### src/wdtcr_pkg.sv
// Watchdog package: register map, field positions, reset values, counts.
// Assumes the block clock is the crystal oscillator clock.
package wdtcr_pkg;

   //////////////////////////////////////////////////////////////////////
   // Register map, byte addresses on an 18-bit APB address
   localparam int ADDR_W = 18;
   localparam logic [17:0] CTRL_ADDR = 18'h00000;
   localparam logic [17:0] STATUS_ADDR = 18'h00004;
   localparam logic [17:0] MASK_ADDR = 18'h00008;
   localparam logic [17:0] CAUSE_ADDR = 18'h0000c;
   localparam logic [17:0] COUNT_ADDR = 18'h00010;
   // Service port index; byte address is four times the index
   localparam logic [15:0] SERVICE_INDEX = 16'hffff;
   localparam logic [17:0] SERVICE_ADDR = {SERVICE_INDEX, 2'b00};

   //////////////////////////////////////////////////////////////////////
   // Fields and reset values
   localparam int CTRL_RATE_BIT = 0;
   localparam int CTRL_DISABLE_BIT = 1;
   localparam logic [1:0] CTRL_RESET = 2'h0;
   localparam int EV_W = 2;
   localparam int EV_TIMEOUT_BIT = 0;
   localparam int EV_SERVICE_BIT = 1;
   localparam logic [1:0] EV_RESET = 2'h0;
   localparam int CAUSE_WD_BIT = 0;

   //////////////////////////////////////////////////////////////////////
   // Timebase
   localparam int PRE_W = 12;
   localparam int CNT_W = 6;
   localparam int SVC_LOW_BIT = 3;
   localparam int TIMEOUT_SHORT_CYC = 8176;
   localparam int TIMEOUT_LONG_CYC = 262128;
   localparam int RESET_PULSE_CYC = 32;
   localparam int POR_CLEAR_CYC = 4096;

   typedef enum logic [1:0] {
      WD_RUN = 2'b01,
      WD_PULSE = 2'b10
   } wdtcr_state_e;

   // Address compare used by both decode paths
   function automatic logic isAddr(input logic [17:0] a,
                                   input logic [17:0] b);
      isAddr = (a == b);
   endfunction

endpackage

### src/wdtcr_sync.sv
// Two-flop level synchroniser for pin inputs.
// Assumes inputs are quasi-static levels.
`timescale 1ns/100ps
module wdtcr_sync #(
   parameter int WIDTH = 1
) (
   // Clock and reset
   input wire logic clock,
   input wire logic rst,
   // Levels
   input wire logic [WIDTH-1:0] din,
   output logic [WIDTH-1:0] dout
);
   logic [WIDTH-1:0] stage1_reg;

   always_ff @(posedge clock or posedge rst) begin
      if (rst) begin
         stage1_reg <= '0;
         dout <= '0;
      end else begin
         stage1_reg <= din;
         dout <= stage1_reg;
      end
   end
endmodule // wdtcr_sync

### src/wdtcr_timebase.sv
// Watchdog prescaler and counter with rate-selected overflow.
// Assumes clear and run controls come from the same clock domain.
`timescale 1ns/100ps
module wdtcr_timebase import wdtcr_pkg::*; #(
   parameter int PRE_WIDTH = PRE_W,
   parameter int CNT_WIDTH = CNT_W,
   parameter int LONG_CYC = TIMEOUT_LONG_CYC,
   parameter int SHORT_CYC = TIMEOUT_SHORT_CYC
) (
   // Clock and reset
   input wire logic clock,
   input wire logic rst,
   // Controls
   input wire logic clearAll,
   input wire logic clearPre,
   input wire logic service,
   input wire logic run,
   input wire logic rateShort,
   // State
   output logic [CNT_WIDTH-1:0] count,
   output logic overflow
);
   localparam int TOT_W = PRE_WIDTH + CNT_WIDTH;
   localparam logic [PRE_WIDTH-1:0] KEEP_MASK =
      PRE_WIDTH'((1 << SVC_LOW_BIT) - 1);
   localparam logic [TOT_W-1:0] LONG_TERM = TOT_W'(LONG_CYC - 1);
   localparam logic [TOT_W-1:0] SHORT_TERM = TOT_W'(SHORT_CYC - 1);

   logic [PRE_WIDTH-1:0] pre_reg;
   logic [TOT_W-1:0] terminal;

   assign terminal = rateShort ? SHORT_TERM : LONG_TERM;
   assign overflow = run && ({count, pre_reg} == terminal);

   // Prescaler
   always_ff @(posedge clock or posedge rst) begin
      if (rst) begin
         pre_reg <= '0;
      end else if (clearAll || overflow) begin
         pre_reg <= '0;
      end else if (clearPre) begin
         pre_reg <= '0;
      end else if (service) begin
         pre_reg <= pre_reg & KEEP_MASK;
      end else if (run) begin
         pre_reg <= pre_reg + 1'b1;
      end
   end

   // Counter advances on prescaler rollover
   always_ff @(posedge clock or posedge rst) begin
      if (rst) begin
         count <= '0;
      end else if (clearAll || overflow || service) begin
         count <= '0;
      end else if (run && (&pre_reg)) begin
         count <= count + 1'b1;
      end
   end
endmodule // wdtcr_timebase

### src/wdtcr_top.sv
// Watchdog top: APB registers, service port, reset pulse, disables.
// Assumes clock is the crystal oscillator clock; mode inputs are
// synchronous, test-voltage detect inputs come from pins.
//
// Functional notes
// - 6-bit counter fed by 12-bit prescaler, both on oscillator clock.
// - Unserviced overflow raises reset after 8176 or 262128 cycles.
// - Rate bit one gives 8176 cycles, zero 262128; reset clears it.
// - Any write to service port clears counter and prescaler stages 4-12.
// - Service port read returns reset vector low byte, no side effect.
// - Watchdog reset drives reset pin low 32 cycles, sets cause flag.
// - Power-on logic clears prescaler 4096 cycles after power-up.
// - Internal reset clears prescaler and counter.
// - Reset vector fetch clears the prescaler.
// - Stop instruction execution clears the prescaler.
// - Stop mode gates counting off entirely.
// - Counting and reset continue during wait mode.
// - Monitor mode with test voltage on either pin disables watchdog.
// - Break state with test voltage on reset pin disables watchdog.
// - Disable bit one makes watchdog inactive, zero enables it.
// - Watchdog's CPU request is the masked status irq; its main action is system reset.
//
// Chosen here: register access over APB.
`timescale 1ns/100ps
module wdtcr_top import wdtcr_pkg::*; #(
   parameter int LONG_CYC = TIMEOUT_LONG_CYC,
   parameter int SHORT_CYC = TIMEOUT_SHORT_CYC,
   parameter logic [7:0] RESET_VECTOR_LO = 8'h00
) (
   // Clock and reset
   input wire logic clock,
   input wire logic rst,
   // APB slave
   input wire logic [ADDR_W-1:0] paddr,
   input wire logic psel,
   input wire logic penable,
   input wire logic pwrite,
   input wire logic [31:0] pwdata,
   input wire logic [3:0] pstrb,
   output logic [31:0] prdata,
   output logic pready,
   output logic pslverr,
   // Chip mode and event inputs
   input wire logic internalReset,
   input wire logic vectorFetch,
   input wire logic stopExec,
   input wire logic stopMode,
   input wire logic monitorMode,
   input wire logic breakState,
   // Test-voltage detect pins
   input wire logic vtstIrqPin,
   input wire logic vtstRstPin,
   // Reset outputs
   output logic resetPinOut,
   output logic resetPinOe,
   output logic systemResetReq,
   // Status interrupt
   output logic irq
);

   /////////////////////////////////////////////////////////////////////
   // Declarations
   wdtcr_state_e state_reg;
   wdtcr_state_e state_next;
   logic [1:0] ctrl_reg;
   logic [EV_W-1:0] status_reg;
   logic [EV_W-1:0] status_next;
   logic [EV_W-1:0] mask_reg;
   logic cause_reg;
   logic cause_next;
   logic [4:0] pulseCnt_reg;
   logic [11:0] porCnt_reg;
   logic porDone_reg;
   logic porClear;
   logic [1:0] vtstSync;
   logic vtstIrqS;
   logic vtstRstS;
   logic vtstDisable;
   logic run;
   logic wdOverflow;
   logic [CNT_W-1:0] wdCount;
   logic setupPhase;
   logic accessPhase;
   logic writeEn;
   logic svcWrite;
   logic regWrite;
   logic mapped;
   logic [EV_W-1:0] evSet;

   /////////////////////////////////////////////////////////////////////
   // Pin synchronisers
   wdtcr_sync #(
      .WIDTH(2)
   ) u_sync (
      .clock(clock),
      .rst(rst),
      .din({vtstIrqPin, vtstRstPin}),
      .dout(vtstSync)
   );

   assign vtstIrqS = vtstSync[1];
   assign vtstRstS = vtstSync[0];

   assign vtstDisable = (monitorMode && (vtstIrqS || vtstRstS))
      || (breakState && vtstRstS);

   // Wait mode is not an input: counting goes on through it
   assign run = !ctrl_reg[CTRL_DISABLE_BIT]
      && !stopMode
      && !vtstDisable
      && (state_reg == WD_RUN);

   /////////////////////////////////////////////////////////////////////
   // APB decode
   assign setupPhase = psel && !penable;
   assign accessPhase = psel && penable;
   assign pready = 1'b1;
   assign writeEn = accessPhase && pwrite;
   assign svcWrite = writeEn && isAddr(paddr, SERVICE_ADDR);
   assign regWrite = writeEn && pstrb[0];

   always_comb begin
      mapped = isAddr(paddr, CTRL_ADDR) || isAddr(paddr, STATUS_ADDR)
         || isAddr(paddr, MASK_ADDR) || isAddr(paddr, CAUSE_ADDR)
         || isAddr(paddr, COUNT_ADDR) || isAddr(paddr, SERVICE_ADDR);
   end

   // Read data captured in setup, valid through the access phase
   always_ff @(posedge clock or posedge rst) begin
      if (rst) begin
         prdata <= 32'h00000000;
         pslverr <= 1'b0;
      end else if (setupPhase) begin
         pslverr <= !mapped;
         if (pwrite || !mapped) begin
            prdata <= 32'h00000000;
         end else if (isAddr(paddr, CTRL_ADDR)) begin
            prdata <= {30'h00000000, ctrl_reg};
         end else if (isAddr(paddr, STATUS_ADDR)) begin
            prdata <= {30'h00000000, status_reg};
         end else if (isAddr(paddr, MASK_ADDR)) begin
            prdata <= {30'h00000000, mask_reg};
         end else if (isAddr(paddr, CAUSE_ADDR)) begin
            prdata <= {31'h00000000, cause_reg};
         end else if (isAddr(paddr, COUNT_ADDR)) begin
            prdata <= {26'h0000000, wdCount};
         end else begin
            prdata <= {24'h000000, RESET_VECTOR_LO};
         end
      end
   end

   /////////////////////////////////////////////////////////////////////
   // Configuration register
   always_ff @(posedge clock or posedge rst) begin
      if (rst) begin
         ctrl_reg <= CTRL_RESET;
      end else if (internalReset) begin
         ctrl_reg <= CTRL_RESET;
      end else if (regWrite && isAddr(paddr, CTRL_ADDR)) begin
         ctrl_reg <= pwdata[1:0];
      end
   end

   always_ff @(posedge clock or posedge rst) begin
      if (rst) begin
         mask_reg <= EV_RESET;
      end else if (regWrite && isAddr(paddr, MASK_ADDR)) begin
         mask_reg <= pwdata[EV_W-1:0];
      end
   end

   /////////////////////////////////////////////////////////////////////
   // Sticky status and reset cause, set wins over clear
   always_comb begin
      evSet = EV_RESET;
      evSet[EV_TIMEOUT_BIT] = wdOverflow;
      evSet[EV_SERVICE_BIT] = svcWrite;
      status_next = status_reg;
      if (regWrite && isAddr(paddr, STATUS_ADDR)) begin
         status_next = status_reg & ~pwdata[EV_W-1:0];
      end
      status_next = status_next | evSet;
      cause_next = cause_reg;
      if (regWrite && isAddr(paddr, CAUSE_ADDR)
          && pwdata[CAUSE_WD_BIT]) begin
         cause_next = 1'b0;
      end
      if (wdOverflow) begin
         cause_next = 1'b1;
      end
   end

   always_ff @(posedge clock or posedge rst) begin
      if (rst) begin
         status_reg <= EV_RESET;
         cause_reg <= 1'b0;
      end else begin
         status_reg <= status_next;
         cause_reg <= cause_next;
      end
   end

   assign irq = |(status_reg & mask_reg);

   /////////////////////////////////////////////////////////////////////
   // Power-on prescaler clear
   always_ff @(posedge clock or posedge rst) begin
      if (rst) begin
         porCnt_reg <= 12'h000;
         porDone_reg <= 1'b0;
      end else if (!porDone_reg) begin
         porCnt_reg <= porCnt_reg + 12'h001;
         if (porCnt_reg == 12'(POR_CLEAR_CYC - 1)) begin
            porDone_reg <= 1'b1;
         end
      end
   end

   assign porClear = !porDone_reg
      && (porCnt_reg == 12'(POR_CLEAR_CYC - 1));

   /////////////////////////////////////////////////////////////////////
   // Timebase
   wdtcr_timebase #(
      .PRE_WIDTH(PRE_W),
      .CNT_WIDTH(CNT_W),
      .LONG_CYC(LONG_CYC),
      .SHORT_CYC(SHORT_CYC)
   ) u_timebase (
      .clock(clock),
      .rst(rst),
      .clearAll(internalReset || (state_reg == WD_PULSE)),
      .clearPre(porClear || vectorFetch || stopExec),
      .service(svcWrite),
      .run(run),
      .rateShort(ctrl_reg[CTRL_RATE_BIT]),
      .count(wdCount),
      .overflow(wdOverflow)
   );

   /////////////////////////////////////////////////////////////////////
   // Reset pulse sequencer
   always_comb begin
      case (state_reg)
         WD_RUN: begin
            state_next = wdOverflow ? WD_PULSE : WD_RUN;
         end
         WD_PULSE: begin
            if (pulseCnt_reg == 5'(RESET_PULSE_CYC - 1)) begin
               state_next = WD_RUN;
            end else begin
               state_next = WD_PULSE;
            end
         end
         default: begin
            state_next = WD_RUN;
         end
      endcase
   end

   always_ff @(posedge clock or posedge rst) begin
      if (rst) begin
         state_reg <= WD_RUN;
      end else begin
         state_reg <= state_next;
      end
   end

   always_ff @(posedge clock or posedge rst) begin
      if (rst) begin
         pulseCnt_reg <= 5'h00;
      end else if (state_reg == WD_PULSE) begin
         pulseCnt_reg <= pulseCnt_reg + 5'h01;
      end else begin
         pulseCnt_reg <= 5'h00;
      end
   end

   // Reset outputs; the only CPU request path is the masked status irq
   assign resetPinOut = 1'b0;
   assign resetPinOe = state_reg[1];
   assign systemResetReq = state_reg[1];

   /////////////////////////////////////////////////////////////////////
   // Assertions
   a_service_clears: assert property (
      @(posedge clock) disable iff (rst)
      svcWrite |=> (wdCount == '0))
      else $error("service write did not clear the counter");

   a_vector_read: assert property (
      @(posedge clock) disable iff (rst)
      accessPhase && !pwrite && isAddr(paddr, SERVICE_ADDR)
      |-> (prdata == {24'h000000, RESET_VECTOR_LO}) && !pslverr)
      else $error("service port read did not return vector byte");

   a_pulse_length: assert property (
      @(posedge clock) disable iff (rst)
      $rose(resetPinOe) |-> ##31 resetPinOe ##1 !resetPinOe)
      else $error("reset pin pulse is not 32 cycles");

   a_cause_flag: assert property (
      @(posedge clock) disable iff (rst)
      wdOverflow |=> cause_reg && systemResetReq)
      else $error("overflow did not set cause and request reset");

   a_disabled_quiet: assert property (
      @(posedge clock) disable iff (rst)
      ctrl_reg[CTRL_DISABLE_BIT] |-> !wdOverflow)
      else $error("overflow while watchdog disabled");

   a_stop_holds: assert property (
      @(posedge clock) disable iff (rst)
      stopMode && !internalReset && !svcWrite && (state_reg == WD_RUN)
      |=> $stable(wdCount))
      else $error("counter moved in stop mode");

   a_monitor_off: assert property (
      @(posedge clock) disable iff (rst)
      monitorMode && (vtstIrqS || vtstRstS) |-> !wdOverflow)
      else $error("overflow in monitor mode with test voltage");

   a_break_off: assert property (
      @(posedge clock) disable iff (rst)
      breakState && vtstRstS |-> !wdOverflow)
      else $error("overflow in break state with test voltage");

   a_internal_clear: assert property (
      @(posedge clock) disable iff (rst)
      internalReset |=> (wdCount == '0) && !ctrl_reg[CTRL_RATE_BIT])
      else $error("internal reset did not clear watchdog state");

   a_por_once: assert property (
      @(posedge clock) disable iff (rst)
      porClear |=> porDone_reg ##1 !porClear)
      else $error("power-on prescaler clear not single");

endmodule // wdtcr_top

### config.mk
export PLATFORM = sky130hd
export DESIGN_NAME = wdtcr_top
export DESIGN_NICKNAME = d
export VERILOG_FILES = /design/src/wdtcr_pkg.sv /design/src/wdtcr_sync.sv /design/src/wdtcr_timebase.sv /design/src/wdtcr_top.sv
export SDC_FILE = /design/constraint.sdc
export NUM_CORES = 1
export LEC_CHECK = 0
export ABC_AREA = 1
export BUFFER_PORTS_ARGS = -buffer_cell sky130_fd_sc_hd__clkbuf_2
export CAP_MARGIN = 20
export CORE_ASPECT_RATIO = 1.75
export CORE_MARGIN = 2
export CORE_UTILIZATION = 35
export DETAILED_ROUTE_END_ITERATION = 10
export SLEW_MARGIN = 20
export SYNTH_ARGS = -nofsm -noshare
export SYNTH_HDL_FRONTEND = slang
export SYNTH_HIERARCHICAL = 1
export SYNTH_SLANG_ARGS = --single-unit
export TNS_END_PERCENT = 20
### constraint.sdc
create_clock -name clock -period 3.5 [get_ports clock]
set_input_delay 0.525 -clock clock [delete_from_list [all_inputs] [get_ports clock]]
set_output_delay 0.525 -clock clock [all_outputs]
set_load 0.01 [all_outputs]
==> Yosys cells after proc, flatten, opt, wreduce, memory -nomap -nowiden <==
Index checks and enable logic that the tools add are counted.
{ "word_totals": {"regBits": 82, "in_bits": 67, "out_inout_bits": 38, "elab_cells": 104} }
{ "op_classes": {"add_sub_neg": 4, "n_eq_ne": 11, "muxes": 24, "bitwise": 4, "n_reduce_logical": 46} }
{ "ops": {"columns": ["cell", "n"], "rows": [
  ["2-to-1 mux 12 bit", 4],
  ["2-to-1 mux 6 bit", 8],
  ["equality test 18 x 4 -> 1 bit (second input constant)", 2],
  ["adder 12 x 1 -> 12 bit (second input constant)", 2],
  ["equality test 18 bit", 1],
  ["equality test 18 bit (second input constant)", 1],
  ["equality test 18 x 3 -> 1 bit (second input constant)", 1],
  ["equality test 18 x 5 -> 1 bit (second input constant)", 1],
  ["logical AND 1 bit", 18],
  ["zero test 18 bit", 1],
  ["2-to-1 mux 18 bit", 1],
  ["logical OR 1 bit", 13],
  ["equality test 12 bit (second input constant)", 1],
  ["AND reduction 12 bit", 1],
  ["2-to-1 mux 2 bit", 5],
  ["adder 6 x 1 -> 6 bit (second input constant)", 1],
  ["zero test 1 bit", 6],
  ["nonzero test 2 bit", 3],
  ["adder 5 x 1 -> 5 bit (second input constant)", 1],
  ["equality test 5 bit (second input constant)", 1],
  ["2-to-1 mux 5 bit", 1],
  ["AND 2 bit", 2],
  ["2-to-1 mux 1 bit", 4],
  ["one-hot mux 2 bit (2 select lines)", 1],
  ["other kinds (9)", 9]
]} }

==> Logic depth before layout (Yosys ltp) <==
Gate-level depths: netlist (run 1).
{ "depth": {"word_depth": 10, "depth_mapped": 13, "depth_no_buf": 13} }

==> Hierarchy <==
Netlist (run 1), hierarchy kept.
{ "modules_own_cells": {"columns": ["mod", "n_inst", "cells_each", "area_each_um2", "seq_area_each_um2"], "rows": [
  ["wdtcr_top", 1, 282, 2147.1, 852.1],
  ["wdtcr_timebase", 1, 160, 1218.7, 450.4],
  ["wdtcr_sync", 1, 5, 103.8, 100.1]
]} }

==> Worst setup path before layout (run 1) <==
Ideal clock, no wire load.
{ "synth_timing": {"path_kind": "reg2reg", "start": "register state_reg[0]", "end": "register state_reg[0]", "setup_ns": 0.085, "arrival_ns": 2.168, "required_ns": 3.415, "slack_ns": 1.247, "path_stages_with_launch": 13, "path_buffers": 0, "synth_period_minus_slack_ns": 2.253, "path_cell_list": "dfstp_2 > ha_1 > nand2_1 > a2111oi_0 > inv_2 > nor2_1 > nand2_2 > inv_1 > nand3_4 > inv_1 > inv_1 > a21oi_1 > o21ai_0"} }
{ "synth_between": {"elab_chain_cells": 5, "word_cells_on_any_way": 6, "classes_between": "2 x eq/ne; 2 x mux; 2 x reduce/logical"} }
{ "synth_rtl": {"columns": ["item", "line", "text"], "rows": [
  ["from (decl)", "wdtcr_top.sv:63", "wdtcr_state_e state_reg;"],
  ["from (signal assigned)", "wdtcr_top.sv:266", "state_reg <= state_next;"],
  ["equality test 2 x 1 -> 1 bit", "wdtcr_top.sv:111", "&& (state_reg == WD_RUN);"],
  ["logical AND 1 bit", "wdtcr_top.sv:111", null],
  ["net run", "wdtcr_top.sv:79", "logic run;"],
  ["logical AND 1 bit", "wdtcr_timebase.sv:33", "assign overflow = run && ({count, pre_reg} == terminal);"],
  ["2-to-1 mux 2 bit", "wdtcr_top.sv:247", "state_next = wdOverflow ? WD_PULSE : WD_RUN;"],
  ["one-hot mux 2 bit (2 select lines)", "wdtcr_top.sv:245", "case (state_reg)"],
  ["net state_next[0]", "wdtcr_top.sv:64", "wdtcr_state_e state_next;"]
]} }
The timed path passes the listed nets, and every way through them passes these cells.
A chain may end at the register's enable or synchronous reset.

==> Worst setup path in the final report (run 1) <==
Ends and elaborated chain as after synthesis.

==> metrics.yaml, run 1 <==
power:
  power.leakage_nw: 2.05
  switchingPower_mw: 0.314
  p_comb_share_pct: 7.4
  powerDensity_mw_per_mm2: 325
  vdd_drop_max_mv: 0.280
  internal_power_mw: 0.943
  pwr-share-clk_pct: 40.8
  p_sw_share_pct: 25.0
  pwr-share-seq_pct: 51.8
outcome:
  outcome: "completed"
yosys:
  synth_cell_types: 37
  synth.yosys.warnings: 6
  seq_area_frac_synth_pct: 40.4
  avgSynthCellArea_sq_um: 7.76
  ys.flop_type: "dfrtp_1"
  synth_edf_count: 0
  syn_area_sq_mm: 0.00347
  synthCells: 447
  synth-seq-cells: 56
  async_reset_ff_share_pct: 100
placed_design:
  dpl-instance-area_sq_mm: 0.00373
  gp_congestion: 0.830
  dp_slack_ns: 0.873
  port_buffers: 43
  dp_hpwl_um: 5780
sta:
  fmax_ghz: 0.379
  period_share_pct: 75.4
  hold_viol: 0
  finalMaxSlewViolations: 0
  setup_ws_ns: 0.862
  slew_headroom_pct: 48.4
  finalClockSkew_ns: 0.00612
  tns_ns: 0
  setup_viol: 0
  rsz0062_at_grt: "false"
  tightest_slew_ns: 0.754
  period_needed_ns: 2.64
setup_path:
  crit_path_end: "state_reg[0]"
  cp-end-kind: "flop"
  r2r_start: "state_reg[0]"
  rr_worst_depth: 12
  cp-startpoint: "state_reg[0]"
  arrival_ns: 2.86
  path_class: "reg -> reg"
  cp-start-kind: "flop"
  r2r-end: "state_reg[0]"
  worstPathMaxFanout: 8
  r2r_slack_ns: 0.86
  required_ns: 3.72
drt:
  wl_um: 7240
  dr.pass1.iters: 4
  vias: 2869
  wl_per_cell_um: 11.7
  vias_per_cell: 4.63
  drc: 0
  drtAntennaViolNets: 0
  drtIter0Drc: 129
clocking:
  cts_tree: "yes"
  clk_latency_ns: 0.30
  postCtsHoldBufs: 0
  cts.sinks: 56
  cts_root_buf: "clkbuf_16"
  numCtsBuffers: 5
  path_clk_slew_ns: 0.07
  cts_setup_buffers: 0
  cts.path.max_buffers: 2
  cts_resized: 0
  htree_num_levels: 2
global_route:
  grt_pass1_vias: 2833
  grt_pass1_wl_um: 12300
  grt_antenna_before_repair: 0
  grt_max_degree: 35
  grtUsageTotal_pct: 14.4
  grt_overflow: 0
floorplan:
  die-area_sq_mm: 0.0108
  io_pins: 105
  fp.dieH_um: 136
  coreArea_sq_mm: 0.00973
  start_util_pct: 35.7
  die_w_um: 79.3
  core.rowCount: 48
run:
  max_cap_violations: 0
finish:
  multi_input_area_sq_mm: 0.00166
  fillers: 1024
  area_growth_syn_to_layout_pct: 11.6
  diodes: 0
  final-seq-area_sq_mm: 0.00140
  drive_above_1_share_pct: 17.8
  final_area_sq_mm: 0.00387
  fin_nets: 568
hold_path:
  min_path_type: "in -> async"
-- per-stage QoR --
stage	utilization [%]	std cells	power (mW)	hold slack, ns
after detailed placement	38.3	612	0.758	0.339
final	39.8	620	1.26	0.0991
after global placement	38.3	612	0.756	0.335
after floorplan	-	473	0.742	0.291
after CTS	39.8	620	1.27	0.105
after global routing	39.8	620	1.32	0.110
-- synth_stat cells, types with 3 or more instances --
library cell	number	area, sq um
xnor2_1	5	43.8
a21oi_1	13	65.1
nor2_4	3	33.8
o2111ai_1	4	35.0
o21ai_1	3	15.0
nand2_2	5	31.3
nand4_1	8	50.1
nor3_2	3	30.0
ha_1	7	87.6
nor2_2	9	56.3
inv_2	3	11.3
xor2_1	8	70.1
o21a_1	3	22.5
o21ai_0	16	80.1
dfrtp_1	55	1380
nand3_1	27	135
nand2_1	92	345
nor3_1	10	50.1
inv_1	70	263
buf_4	29	218
nor2_1	49	184
-- power by group through the flow --
stage	Sequential (mW)	Combinational (mW)	Clock [mW]
after CTS	0.651	0.0940	0.527
after detailed placement	0.664	0.0937	0
after floorplan	0.663	0.0789	0
after global placement	0.664	0.0923	0
after global routing	0.651	0.105	0.560
final	0.651	0.0930	0.513
-- layer usage --
| layer | track usage (%) | vias to the layer above | wire [um] |
|---|---|---|---|
| met1 | 14.6 | 1331 | 2710 |
| met4 | 5.65 | 0 | 160 |
| li1 | - | 1444 | - |
| met3 | 2.13 | 11 | 299 |
| met5 | 0 | - | 0 |
| met2 | 28.3 | 83 | 4060 |
-- cell families (layout without fill, tap and decap cells) --
group           Yosys count  count (layout)  share of synthesized area, %
simple gates            220             220                          31.6
buf+inv                 104             126                          14.5
flops                    56              56                          40.4
compound gates           45              45                          7.54
xor+xnor                 13              13                          3.28
fa+ha+maj                 7               7                          2.52
other cells               2              28                         0.216
-- layout make-up --
class / count / share of cell area (%)
tap: 125 / 4.04
sequential: 56 / 36.2
multi-input combinational: 313 / 42.9
clock buffer: 5 / 3.23
inverter: 73 / 7.08
clock inverter: 3 / 0.549
timing repair buffer: 45 / 5.95
-- worst max-delay path, stage by stage (launching register included) --
cell,delay (ns)
dfstp_2,0.54
ha_1,0.19
nand2_1,0.10
a2111oi_0,0.67
inv_2,0.15
nor2_1,0.17
nand2_2,0.12
inv_1,0.11
nand3_4,0.16
inv_1,0.11
inv_1,0.06
a21oi_1,0.11
o21ai_0,0.10
-- cell usage in the layout (no fill, tap or decap), types with 2 or more instances in the layout --
cell        n
inv_2       3
ha_1        7
o21a_1      3
clkbuf_2   43
o21ai_1     3
nor3_2      3
o22ai_1     2
nand3_4     2
nor2_8      2
nand2_4     2
nand4_2     2
nor3_1     10
inv_1      70
nand3_2     2
a21oi_1    13
nand2_1    92
conb_1     28
nor2_2      9
o2111ai_1   4
dfrtp_1    55
xnor2_1     5
nand2_2     5
buf_4       2
xor2_1      8
nor2_4      3
clkbuf_16   5
o21ai_0    16
o211ai_1    2
nand3_1    27
nand4_1     8
nor2_1     49
-- worst min path at each step --
stage	startpoint	endpoint	slack (ns)	cells past startpoint
6_report	rst	u_sync/dout[1]	0.1	2
5_1_grt	rst	u_sync/dout[1]	0.11	2
4_1_cts	rst	u_sync/dout[1]	0.10	2
3_5_place_dp	u_sync/stage1_reg[0]	u_sync/dout[0]	0.34	0
3_3_place_gp	u_sync/stage1_reg[0]	u_sync/dout[0]	0.34	0
2_1_floorplan	rst	u_sync/dout[0]	0.29	1
Note: power is estimated with default switching activity, not from simulation.
==> run 2: changes to the inputs <==
==> constraint.sdc (replaced) <==
create_clock -name clock -period 2.3 [get_ports clock]
set_input_delay 0.345 -clock clock [delete_from_list [all_inputs] [get_ports clock]]
set_output_delay 0.345 -clock clock [all_outputs]
set_load 0.01 [all_outputs]
==> run 2 against run 1 <==
Net effect:
- worst hold slack better by 0.056 ns
- clock power increased by 48%
- via count increased by 0.38%
- power is 51% higher
- register-to-register slack worse by 0.69 ns
- final area up 3.0%
- first-iteration DRC count increased by 16%
- final cell count rose by 1.1%
- sequential share of layout area down 1.1 points
- critical path type unchanged
- largest cell class unchanged
- largest power group unchanged
- highest routed layer unchanged
==> metrics.yaml, run 2 (synthesis gave the netlist of run 1 again) <==
sta:
  fmax_ghz: 0.469
  period_needed_ns: 2.13
  finalMaxSlewViolations: 0
  hold_viol: 0
  setup_viol: 0
  period_share_pct: 92.6
  rsz0062_at_grt: "false"
  finalClockSkew_ns: 0.00703
  tightest_slew_ns: 0.738
  slew_headroom_pct: 50.7
  setup_ws_ns: 0.169
  tns_ns: 0
  holdWs_ns: 0.155
power:
  vdd_drop_max_mv: 0.293
  powerDensity_mw_per_mm2: 477
  power.leakage_nw: 2.09
finish:
  area_growth_syn_to_layout_pct: 15.0
  fin_nets: 575
  fillers: 1015
  diodes: 0
  fin_cells: 627
  final_cell_mix: "91 x nand2_1, 69 x inv_1, 55 x dfrtp_1"
  layout_commonest_cell: "nand2_1"
  drive_above_1_share_pct: 19.7
setup_path:
  arrival_ns: 2.36
  cp-startpoint: "state_reg[0]"
  r2r-end: "u_timebase/count[5]"
  rr_worst_depth: 13
  worstPathMaxFanout: 8
  r2r_slack_ns: 0.17
  required_ns: 2.53
  r2r_start: "state_reg[0]"
  cp-start-kind: "flop"
  cp-end-kind: "flop"
  crit_path_end: "u_timebase/count[5]"
  path_class: "reg -> reg"
clocking:
  cts.path.max_buffers: 2
  path_clk_slew_ns: 0.07
  htree_num_levels: 2
  numCtsBuffers: 5
  cts_tree: "yes"
  cts.sinks: 56
  clk_latency_ns: 0.30
  cts_root_buf: "clkbuf_16"
floorplan:
  io_pins: 105
  core.rowCount: 48
  fp.dieH_um: 136
  die_w_um: 79.3
  coreArea_sq_mm: 0.00973
  die-area_sq_mm: 0.0108
  start_util_pct: 35.7
global_route:
  grtUsageTotal_pct: 14.4
  grt_pass1_vias: 2882
  grt_max_degree: 35
  grt_antenna_before_repair: 0
  grt_pass1_wl_um: 12300
  grt_overflow: 0
run:
  max_cap_violations: 0
outcome:
  outcome: "completed"
drt:
  wl_um: 7230
  vias_per_cell: 4.59
  drtIter0Drc: 149
  drc: 0
  drtAntennaViolNets: 0
  wl_per_cell_um: 11.5
  dr.pass1.iters: 5
  vias: 2880
hold_path:
  min-delay-start: "vtstRstPin"
  min_path_type: "in -> reg"
placed_design:
  gp_congestion: 0.843
  dp_cells: 618
  port_buffers: 43
  dp_slack_ns: -0.00418
  dp_hpwl_um: 5820
==> run 2: layer usage <==
metal,vias up,track usage (%),wire [um]
met2,69,28.3,4020
li1,1463,-,-
met4,0,6.70,198
met3,13,2.07,275
met5,-,0,0
met1,1335,14.3,2730
==> run 2: how the worst min path moves through the flow <==
| stage | slack, ns | cells past startpoint | end |
|---|---|---|---|
| 5_1_grt | 0.15 | 1 | u_sync/stage1_reg[1] |
| 2_1_floorplan | 0.11 | 1 | u_sync/dout[0] |
| 6_report | 0.16 | 1 | u_sync/stage1_reg[0] |
| 3_5_place_dp | 0.24 | 2 | u_sync/dout[1] |
| 4_1_cts | 0.15 | 1 | u_sync/stage1_reg[0] |
| 3_3_place_gp | 0.24 | 2 | u_sync/stage1_reg[1] |
==> run 2: power by group <==
part | switching [mW] | internal [mW]
combinational | 0.105 | 0.0469
sequential | 0.00305 | 0.989
clock | 0.352 | 0.407
==> run 2: timing repair <==
item / 4_1_cts / 5_1_grt
endpoints found under the hold margin: 4 / 0
hold buffers: 1 / 0
resized for setup: 1 / 10
buffers inserted: 0 / 0
endpoints found under the setup margin: 5 / 20
pin swaps: 0 / 1
==> run 2: final cells by class <==
| cell class | instances | area [sq um] | share of cell area [%] |
|---|---|---|---|
| clock inverters | 2 | 16.3 | 0.408 |
| inverters | 73 | 274 | 6.87 |
| flip-flops and latches | 56 | 1400 | 35.2 |
| well taps | 125 | 156 | 3.92 |
| clock buffers | 6 | 129 | 3.23 |
| repair buffers | 52 | 302 | 7.56 |
| multi-input cells | 313 | 1710 | 42.9 |
==> run 2: per-stage QoR <==
stage          util [%]  area (sq um)  total power [mW]
2_1_floorplan         -          3570              1.13
3_3_place_gp       38.9          3780              1.16
3_5_place_dp       38.9          3780              1.16
4_1_cts            40.5          3940              1.93
5_1_grt            41.0          3990              1.99
6_report           41.0          3990              1.90
==> run 2: worst max-delay path, stage by stage, from the launching register on <==
cell	delay [ns]
dfstp_2	0.55
ha_4	0.14
nand2_2	0.08
a2111oi_4	0.27
buf_4	0.17
inv_2	0.03
nor2_1	0.11
nand2_2	0.09
buf_12	0.14
nor2_8	0.15
nand4_2	0.10
nand2_1	0.08
nand2_1	0.05
nor2_1	0.09
